<file path="src/inc/rmeb_defs.vh">
// Constants for the receive rate-match elastic buffer
// Summary of operation
// - Thirty-two entry elastic store absorbs clock difference
// - Entry holds 64 payload plus 8 flags
// - Empty buffer sends local fault words instead
// - Occupancy regulated toward half capacity
// - Above half, idle sequences dropped before writing
// - Below half, idle sequences added on read
// - Half headroom absorbs sixty-four idle sequences
// - Write into full buffer is discarded
// - From half, 640 KB passes at 200ppm
`ifndef RMEB_DEFS_VH
`define RMEB_DEFS_VH

// ----------------------------------------
// Geometry
// ----------------------------------------
`define RMEB_DEPTH          32
`define RMEB_AW             5
`define RMEB_DATA_W         64
`define RMEB_CTRL_W         8
`define RMEB_WORD_W         72
`define RMEB_OUT_DEPTH      16
`define RMEB_OUT_AW         4
`define RMEB_SEQ_PER_WORD   4
`define RMEB_ABSORB_SEQ     64

// ----------------------------------------
// Code words
// ----------------------------------------
`define RMEB_IDLE_DATA      64'h0707_0707_0707_0707
`define RMEB_IDLE_CTRL      8'hFF
`define RMEB_LF_DATA        64'h0100_0000_0100_009C
`define RMEB_LF_CTRL        8'h11
`define RMEB_START_CODE     8'hFB
`define RMEB_TERM_CODE      8'hFD

// ----------------------------------------
// Timing
// ----------------------------------------
`define RMEB_CLK_PERIOD_NS  40
`define RMEB_LINK_PERIOD_NS 320
`define RMEB_RD_DIV         (`RMEB_LINK_PERIOD_NS / `RMEB_CLK_PERIOD_NS)

`endif

</file>
<file path="src/core/rmeb_fifo.v">
// Output FIFO with registered head word, valid and ready on both sides
`timescale 1ns/1ps
`default_nettype none

module rmeb_fifo #(
  parameter W     = 72,
  parameter DEPTH = 16,
  parameter AW    = 4
) (
  // Clock and reset
  input  wire         clk,
  input  wire         reset_n,
  // Fill side
  input  wire         in_valid,
  output wire         in_ready,
  input  wire [W-1:0] in_data,
  // Drain side
  output reg          out_valid_ff,
  input  wire         out_ready,
  output reg  [W-1:0] out_data_ff
);

  reg  [W-1:0] mem [0:DEPTH-1];
  reg  [AW-1:0] wr_ptr_ff;
  reg  [AW-1:0] rd_ptr_ff;
  reg  [AW:0]   count_ff;
  wire          push;
  wire          pop;

  localparam integer DEPTH_I  = DEPTH;
  localparam [AW:0]  FULL_CNT = DEPTH_I[AW:0];

  assign in_ready = (count_ff != FULL_CNT);
  assign push     = in_valid & in_ready;
  // Head register refills whenever empty or being taken
  assign pop      = (count_ff != {(AW+1){1'b0}}) & (~out_valid_ff | out_ready);

  always @(posedge clk)
  begin
    if (push)
      mem[wr_ptr_ff] <= in_data;
  end

  always @(posedge clk)
  begin
    if (!reset_n)
    begin
      wr_ptr_ff    <= {AW{1'b0}};
      rd_ptr_ff    <= {AW{1'b0}};
      count_ff     <= {(AW+1){1'b0}};
      out_valid_ff <= 1'b0;
      out_data_ff  <= {W{1'b0}};
    end
    else
    begin
      if (push)
        wr_ptr_ff <= wr_ptr_ff + 1'b1;
      if (pop)
      begin
        rd_ptr_ff    <= rd_ptr_ff + 1'b1;
        out_data_ff  <= mem[rd_ptr_ff];
        out_valid_ff <= 1'b1;
      end
      else if (out_ready)
        out_valid_ff <= 1'b0;
      case ({push, pop})
        2'b10:   count_ff <= count_ff + 1'b1;
        2'b01:   count_ff <= count_ff - 1'b1;
        default: count_ff <= count_ff;
      endcase
    end
  end

endmodule

`default_nettype wire

</file>
<file path="src/core/rmeb_top.v">
// Receive rate-match elastic buffer between the PCS decoder and MAC receive logic
`timescale 1ns/1ps
`default_nettype none
`include "rmeb_defs.vh"

module rmeb_top #(
  parameter DEPTH     = `RMEB_DEPTH,
  parameter AW        = `RMEB_AW,
  parameter OUT_DEPTH = `RMEB_OUT_DEPTH,
  parameter OUT_AW    = `RMEB_OUT_AW,
  parameter RD_DIV    = `RMEB_RD_DIV
) (
  // Clock and reset
  input  wire                      core_clk,
  input  wire                      reset_n,
  // Decoded words from the PCS receive path
  input  wire                      rx_link_clk,
  input  wire                      rx_link_valid,
  input  wire [`RMEB_DATA_W-1:0]   rx_link_data,
  input  wire [`RMEB_CTRL_W-1:0]   rx_link_ctrl,
  // Words to the MAC receive logic
  output wire                      mac_valid,
  input  wire                      mac_ready,
  output wire [`RMEB_DATA_W-1:0]   mac_data,
  output wire [`RMEB_CTRL_W-1:0]   mac_ctrl,
  // Status
  output reg  [AW:0]               fill_level_ff,
  output reg                       drop_pulse_ff,
  output reg                       delete_pulse_ff,
  output reg                       insert_pulse_ff,
  output reg                       fault_pulse_ff
);

  localparam integer HALF_I   = DEPTH / 2;
  localparam integer DEPTH_I  = DEPTH;
  localparam integer DIV_I    = RD_DIV - 1;
  localparam [AW:0] HALF      = HALF_I[AW:0];
  localparam [AW:0] FULL_CNT  = DEPTH_I[AW:0];
  localparam [AW:0] ZERO_CNT  = {(AW+1){1'b0}};
  localparam [7:0]  DIV_LAST  = DIV_I[7:0];
  localparam [`RMEB_WORD_W-1:0] IDLE_WORD = {`RMEB_IDLE_CTRL, `RMEB_IDLE_DATA};
  localparam [`RMEB_WORD_W-1:0] LF_WORD   = {`RMEB_LF_CTRL, `RMEB_LF_DATA};

  // ----------------------------------------
  // Helpers
  // ----------------------------------------
  function [AW:0] gray2bin;
    input [AW:0] g;
    integer i;
    begin
      gray2bin[AW] = g[AW];
      for (i = AW - 1; i >= 0; i = i - 1)
        gray2bin[i] = gray2bin[i+1] ^ g[i];
    end
  endfunction

  function [AW:0] bin2gray;
    input [AW:0] b;
    begin
      bin2gray = b ^ (b >> 1);
    end
  endfunction

  // True when any control lane carries the given code
  function lane_has;
    input [`RMEB_WORD_W-1:0] w;
    input [7:0]              code;
    integer i;
    begin
      lane_has = 1'b0;
      for (i = 0; i < `RMEB_CTRL_W; i = i + 1)
        if (w[`RMEB_DATA_W+i] && (w[8*i +: 8] == code))
          lane_has = 1'b1;
    end
  endfunction

  // ----------------------------------------
  // Link input synchronisers
  // ----------------------------------------
  // Link clock is sampled, not used as a clock: the whole block stays in one domain
  reg                       lclk_s1_ff;
  reg                       lclk_s2_ff;
  reg                       lclk_s3_ff;
  reg  [`RMEB_WORD_W:0]     din_s1_ff;
  reg  [`RMEB_WORD_W:0]     din_s2_ff;
  wire                      link_edge;
  wire [`RMEB_WORD_W-1:0]   in_word;
  wire                      in_valid;

  always @(posedge core_clk)
  begin
    if (!reset_n)
    begin
      lclk_s1_ff <= 1'b0;
      lclk_s2_ff <= 1'b0;
      lclk_s3_ff <= 1'b0;
      din_s1_ff  <= {(`RMEB_WORD_W+1){1'b0}};
      din_s2_ff  <= {(`RMEB_WORD_W+1){1'b0}};
    end
    else
    begin
      lclk_s1_ff <= rx_link_clk;
      lclk_s2_ff <= lclk_s1_ff;
      lclk_s3_ff <= lclk_s2_ff;
      din_s1_ff  <= {rx_link_valid, rx_link_ctrl, rx_link_data};
      din_s2_ff  <= din_s1_ff;
    end
  end

  // Data launched on the falling link edge has settled for half a period here
  assign link_edge = lclk_s2_ff & ~lclk_s3_ff;
  assign in_word   = din_s2_ff[`RMEB_WORD_W-1:0];
  assign in_valid  = din_s2_ff[`RMEB_WORD_W];

  // ----------------------------------------
  // Elastic store
  // ----------------------------------------
  reg  [`RMEB_WORD_W-1:0] store [0:DEPTH-1];

  // ----------------------------------------
  // Write side
  // ----------------------------------------
  reg  [AW:0]  wr_bin_ff;
  reg  [AW:0]  wr_gray_ff;
  reg  [AW:0]  rd_gray_ff;
  reg  [AW:0]  rd_gray_w1_ff;
  reg  [AW:0]  rd_gray_w2_ff;
  reg          wr_frame_ff;
  wire [AW:0]  wr_fill;
  wire         wr_full;
  wire         in_idle;
  wire         do_delete;
  wire         do_drop;
  wire         do_write;
  wire [AW:0]  nxt_wr_bin;

  assign wr_fill   = wr_bin_ff - gray2bin(rd_gray_w2_ff);
  assign wr_full   = (wr_fill == FULL_CNT);
  assign in_idle   = (in_word == IDLE_WORD);
  // Half the store is headroom: 16 words of 4 idle sequences each
  assign do_delete = link_edge & in_valid & in_idle & ~wr_frame_ff
                     & (wr_fill > HALF);
  assign do_drop   = link_edge & in_valid & ~do_delete & wr_full;
  assign do_write  = link_edge & in_valid & ~do_delete & ~wr_full;
  assign nxt_wr_bin = wr_bin_ff + 1'b1;

  always @(posedge core_clk)
  begin
    if (do_write)
      store[wr_bin_ff[AW-1:0]] <= in_word;
  end

  always @(posedge core_clk)
  begin
    if (!reset_n)
    begin
      wr_bin_ff       <= {(AW+1){1'b0}};
      wr_gray_ff      <= {(AW+1){1'b0}};
      rd_gray_w1_ff   <= {(AW+1){1'b0}};
      rd_gray_w2_ff   <= {(AW+1){1'b0}};
      wr_frame_ff     <= 1'b0;
      drop_pulse_ff   <= 1'b0;
      delete_pulse_ff <= 1'b0;
    end
    else
    begin
      rd_gray_w1_ff   <= rd_gray_ff;
      rd_gray_w2_ff   <= rd_gray_w1_ff;
      drop_pulse_ff   <= do_drop;
      delete_pulse_ff <= do_delete;
      if (do_write)
      begin
        wr_bin_ff  <= nxt_wr_bin;
        wr_gray_ff <= bin2gray(nxt_wr_bin);
      end
      if (link_edge & in_valid)
      begin
        if (lane_has(in_word, `RMEB_START_CODE))
          wr_frame_ff <= 1'b1;
        else if (lane_has(in_word, `RMEB_TERM_CODE))
          wr_frame_ff <= 1'b0;
      end
      else if (link_edge)
        wr_frame_ff <= 1'b0;
    end
  end

  // ----------------------------------------
  // Read side
  // ----------------------------------------
  reg  [AW:0]              rd_bin_ff;
  reg  [AW:0]              wr_gray_r1_ff;
  reg  [AW:0]              wr_gray_r2_ff;
  reg  [7:0]               div_ff;
  reg                      last_idle_ff;
  reg                      rd_frame_ff;
  reg                      push_valid;
  reg  [`RMEB_WORD_W-1:0]  push_word;
  reg                      push_pop;
  reg                      push_fault;
  reg                      push_insert;
  wire [AW:0]              rd_fill;
  wire                     rd_empty;
  wire                     tick;
  wire                     fifo_ready;
  wire [AW:0]              nxt_rd_bin;

  assign rd_fill    = gray2bin(wr_gray_r2_ff) - rd_bin_ff;
  assign rd_empty   = (rd_fill == ZERO_CNT);
  // Nominal local word rate matches the link word rate
  assign tick       = (div_ff == DIV_LAST);
  assign nxt_rd_bin = rd_bin_ff + 1'b1;

  // A stalled MAC holds off the tick, so back-pressure reaches the store
  always @*
  begin
    push_valid  = 1'b0;
    push_word   = LF_WORD;
    push_pop    = 1'b0;
    push_fault  = 1'b0;
    push_insert = 1'b0;
    if (tick & fifo_ready)
    begin
      push_valid = 1'b1;
      if (rd_empty)
      begin
        push_word  = LF_WORD;
        push_fault = 1'b1;
      end
      else if ((rd_fill < HALF) & last_idle_ff & ~rd_frame_ff)
      begin
        push_word   = IDLE_WORD;
        push_insert = 1'b1;
      end
      else
      begin
        push_word = store[rd_bin_ff[AW-1:0]];
        push_pop  = 1'b1;
      end
    end
  end

  always @(posedge core_clk)
  begin
    if (!reset_n)
    begin
      rd_bin_ff       <= {(AW+1){1'b0}};
      rd_gray_ff      <= {(AW+1){1'b0}};
      wr_gray_r1_ff   <= {(AW+1){1'b0}};
      wr_gray_r2_ff   <= {(AW+1){1'b0}};
      div_ff          <= 8'h00;
      last_idle_ff    <= 1'b0;
      rd_frame_ff     <= 1'b0;
      fill_level_ff   <= {(AW+1){1'b0}};
      insert_pulse_ff <= 1'b0;
      fault_pulse_ff  <= 1'b0;
    end
    else
    begin
      wr_gray_r1_ff   <= wr_gray_ff;
      wr_gray_r2_ff   <= wr_gray_r1_ff;
      fill_level_ff   <= rd_fill;
      insert_pulse_ff <= push_insert;
      fault_pulse_ff  <= push_fault;
      if (!tick)
        div_ff <= div_ff + 8'h01;
      else if (fifo_ready)
        div_ff <= 8'h00;
      if (push_pop)
      begin
        rd_bin_ff  <= nxt_rd_bin;
        rd_gray_ff <= bin2gray(nxt_rd_bin);
      end
      if (push_valid)
      begin
        last_idle_ff <= (push_word == IDLE_WORD);
        if (lane_has(push_word, `RMEB_START_CODE))
          rd_frame_ff <= 1'b1;
        else if (lane_has(push_word, `RMEB_TERM_CODE) | push_fault)
          rd_frame_ff <= 1'b0;
      end
    end
  end

  // ----------------------------------------
  // Output FIFO
  // ----------------------------------------
  wire [`RMEB_WORD_W-1:0] out_word;

  rmeb_fifo #(
    .W     (`RMEB_WORD_W),
    .DEPTH (OUT_DEPTH),
    .AW    (OUT_AW)
  ) u_out_fifo (
    .clk          (core_clk),
    .reset_n      (reset_n),
    .in_valid     (push_valid),
    .in_ready     (fifo_ready),
    .in_data      (push_word),
    .out_valid_ff (mac_valid),
    .out_ready    (mac_ready),
    .out_data_ff  (out_word)
  );

  assign mac_data = out_word[`RMEB_DATA_W-1:0];
  assign mac_ctrl = out_word[`RMEB_WORD_W-1:`RMEB_DATA_W];

endmodule

`default_nettype wire

</file>
<file path="config.mk">
export PLATFORM = sky130hd
export DESIGN_NAME = rmeb_top
export DESIGN_NICKNAME = d
export VERILOG_FILES = /design/src/core/rmeb_fifo.v /design/src/core/rmeb_top.v
export VERILOG_INCLUDE_DIRS = /design/src /design/src/inc
export SDC_FILE = /design/constraint.sdc
export NUM_CORES = 2
export LEC_CHECK = 0
export BUFFER_PORTS_ARGS = -buffer_cell sky130_fd_sc_hd__buf_2
export CAP_MARGIN = 15
export CORE_MARGIN = 5
export CORE_UTILIZATION = 45
export CTS_CLUSTER_DIAMETER = 80
export CTS_CLUSTER_SIZE = 12
export DETAILED_ROUTE_END_ITERATION = 6
export SLEW_MARGIN = 20
export SYNTH_ARGS = -nofsm -noshare
export SYNTH_HDL_FRONTEND = slang
export SYNTH_SLANG_ARGS = --single-unit
</file>
<file path="constraint.sdc">
create_clock -name core_clk -period 24.6 [get_ports core_clk]
set_clock_uncertainty 0.1 [all_clocks]
set_input_delay 3.69 -clock core_clk [delete_from_list [all_inputs] [get_ports core_clk]]
set_output_delay 3.69 -clock core_clk [all_outputs]
set_load 0.03 [all_outputs]
</file>
==> results.cfg <==
[clock_tree]
postCtsResizedCells = 0
htree_levels = 5
cts-root-buf = clkbuf_16
post-cts-setup-buffer-count = 0
cts_tree = done
clkSlewWorstSetupHoldPaths_ns = 0.07
clk_path_buf_depth = 4
insertion_delay_ns = 0.91
ctsHoldBuffers = 0
cts_made_buffers = 356
cts_sinks = 3763

[sta]
timing.final.max_slew_violations = 0
worstMarginPinSlew_ns = 1.23
max_freq_mhz = 156
slew_headroom = 0.181
rsz0062_at_grt = no
setup_violations = 0
fin_tns_setup_ns = 0
fin_crit_ns = 6.42
hold_violations = 0
fin_crit_sh = 0.261

[flow_run]
cap_violations = 0

[run_status]
status = complete, but fails checks
violations = design-rule violations

[logic_synthesis]
muxShareOfSynthArea = 0.148
synth_edf_count = 3456
netlist_area_sq_mm = 0.143
async_reset_ff_frac = 0
synthXorXnorAreaFrac = 0.00342
synth-simple-area-share = 0.0360
synth_fa_ha_area_frac = 0.00260
seq_area_frac_synth = 0.766
ys_warn_count = 0
synth_top_family_by_area = multiplexers
synth-seq-cells = 3763
synth_compound_area_frac = 0.0276
synth_fp_nets = 7109
netlist_instances = 7004
synth_cell_types = 84
avgSynthCellArea_sq_um = 20.5
ys.flop_type = edfxtp_1

[finish]
syn_to_final_growth_pct = 11.2
mostFrequentLayoutCells = edfxtp_1 (3456), mux4_2 (762), mux2i_1 (366)
final_common_cell = edfxtp_1
post_layout_nonfiller_instances = 11700
nets = 7498
drive_gt1_frac = 0.230

[place]
portBuffers = 159
dp_hpwl_um = 223000
place_inst = 11200
place.gp.congestion = 0.805

[setup_path]
cp_cell_sequence = xnor2_1 > xor2_1 > xor2_1 > xor2_1 > xnor2_1 > ha_1 > inv_1 > fa_1 > nand2_1 > nand2_1 > a21oi_1 > xor2_1 > nand2b_1 > a31oi_1 > nor3_2 > buf_4 > nand2_1 > nor2_4 > buf_4 > buf_4
cpMostUsedCell = xor2_1
crit_type = reg2reg
critPathBufInv = 4
cp_max_fo = 38
end_kind = flip-flop
start_kind = flip-flop
cp_slowest_cell = buf_4
crit_required_ns = 25.00
critPathArrivalTime_ns = 6.82
path_delay_family = buffers and inverters
max_stage_delay_ns = 0.83

[floorplanning]
fp.dieW_um = 575
dieArea_sq_mm = 0.330
io_pins = 160
die_h_um = 575
row_count = 207
initial_core_util = 0.451
core_sq_mm = 0.318

[drt]
first_pass_iters = 7
post-route-drc-count = 5
antenna_left = 0
vias_per_cell = 6.24
drt-initial-drc-count = 9089
num_vias = 73000
totalWireLength_um = 401000
wl_per_cell_um = 34.3

[grt]
grt_pass1_vias = 72600
grt_use_total = 0.238
antenna_found_initial = 21
grt.overflow.total = 0
grt_max_degree = 112
grt_pass1_wl_um = 561000

[hold_path]
hold_path_class = reg2reg

[power_and_ir_drop]
vdd_ir_drop_max_mv = 0.0930
p_per_area_mw_per_mm2 = 78.7
power_leakage_uw = 0.0495
-- Yosys cell counts, drive strengths merged, types with 11 or more instances --
master / count / area, sq um
nor2: 181 / 684
nor4: 23 / 150
inv: 27 / 101
clkbuf: 163 / 612
mux4: 772 / 17400
buf: 215 / 1570
nand2: 327 / 1230
mux2: 11 / 124
nand3: 64 / 320
a211oi: 18 / 135
or3: 11 / 68.8
xor2: 29 / 254
a32oi: 14 / 123
nand3b: 19 / 143
a22oi: 122 / 916
xnor2: 27 / 236
mux2i: 366 / 3660
nand2b: 13 / 81.3
o22ai: 48 / 307
nor2b: 20 / 125
nor4b: 11 / 103
nand4: 31 / 194
and3: 43 / 269
o21ai: 70 / 350
a31oi: 12 / 75.1
o221ai: 12 / 105
and2: 193 / 1210
a21oi: 148 / 741
edfxtp: 3456 / 104000
dfxtp: 307 / 6150
nor3: 39 / 195
ha: 25 / 313
a221oi: 73 / 652
-- through the flow --
stage                util  power, uW  hold WS, ns  area (sq um)  worst slack [ns]
finish              0.502      12600        0.325        160000             18.18
global route        0.502      12900        0.343        159000             17.76
CTS                 0.502      12600        0.329        159000             18.20
detailed placement  0.471       7830        0.317        150000             17.98
global placement    0.471       7820        0.318        150000             17.91
floorplan               -       7620        0.312        143000             13.35
-- sequential cells by signal, summed over array words and instances, names as in the netlist, 8 cells and up, named ones only --
name / cells
u_out_fifo.out_data_ff: 72
din_s1_ff: 73
din_s2_ff: 73
u_out_fifo.mem: 1152
store: 2304
div_ff: 8
-- final cells by class --
class                      count  area (sq um)
fill                       25100        158000
sequential                  3763        110000
multi-input combinational   2834         31700
clock buffer                 457          9420
tap                         4180          5230
timing repair buffer         409          2800
clock inverter                17           214
inverter                      29           116
antenna                        8          20.0
-- where the power goes --
group          switching, uW  internal [uW]  total (uW)  leakage, uW
Clock                   2220           2650        4880      0.00467
Combinational            403            271         674       0.0103
Sequential              52.1           6950        7010       0.0345
-- worst reg2reg max path: cells and delay by family (launching register included) --
family | cells | cell delay, ns
XOR/XNOR | 6 | 1.49
adder cells (fa/ha/maj) | 2 | 0.63
flip-flops | 1 | 0.32
buffers and inverters | 4 | 1.83
AO/OA/AOI/OAI | 2 | 0.30
AND/OR/NAND/NOR | 6 | 1.31
-- final timing paths --
check                                       from             to  slack (ns)  cells after the start
worst max-delay path            rd_gray_w2_ff[5]  store[28][40]       18.18                     20
worst min-delay path               din_s1_ff[55]  din_s2_ff[55]        0.33                      1
worst max register to register  rd_gray_w2_ff[5]  store[28][40]       18.18                     20
worst min register to register     din_s1_ff[55]  din_s2_ff[55]        0.33                      1
-- layer usage --
layer,wire [um],track usage
met5,83,0
met1,159000,0.330
met4,13200,0.0700
met3,35300,0.0434
met2,193000,0.388
-- cells by family after synthesis --
family          count (synthesis)
fa+ha+maj                      28
buf+inv                       407
mux                          1149
xor+xnor                       56
simple gates                 1022
compound gates                579
flops                        3763
(Power assumes the default switching activity.)
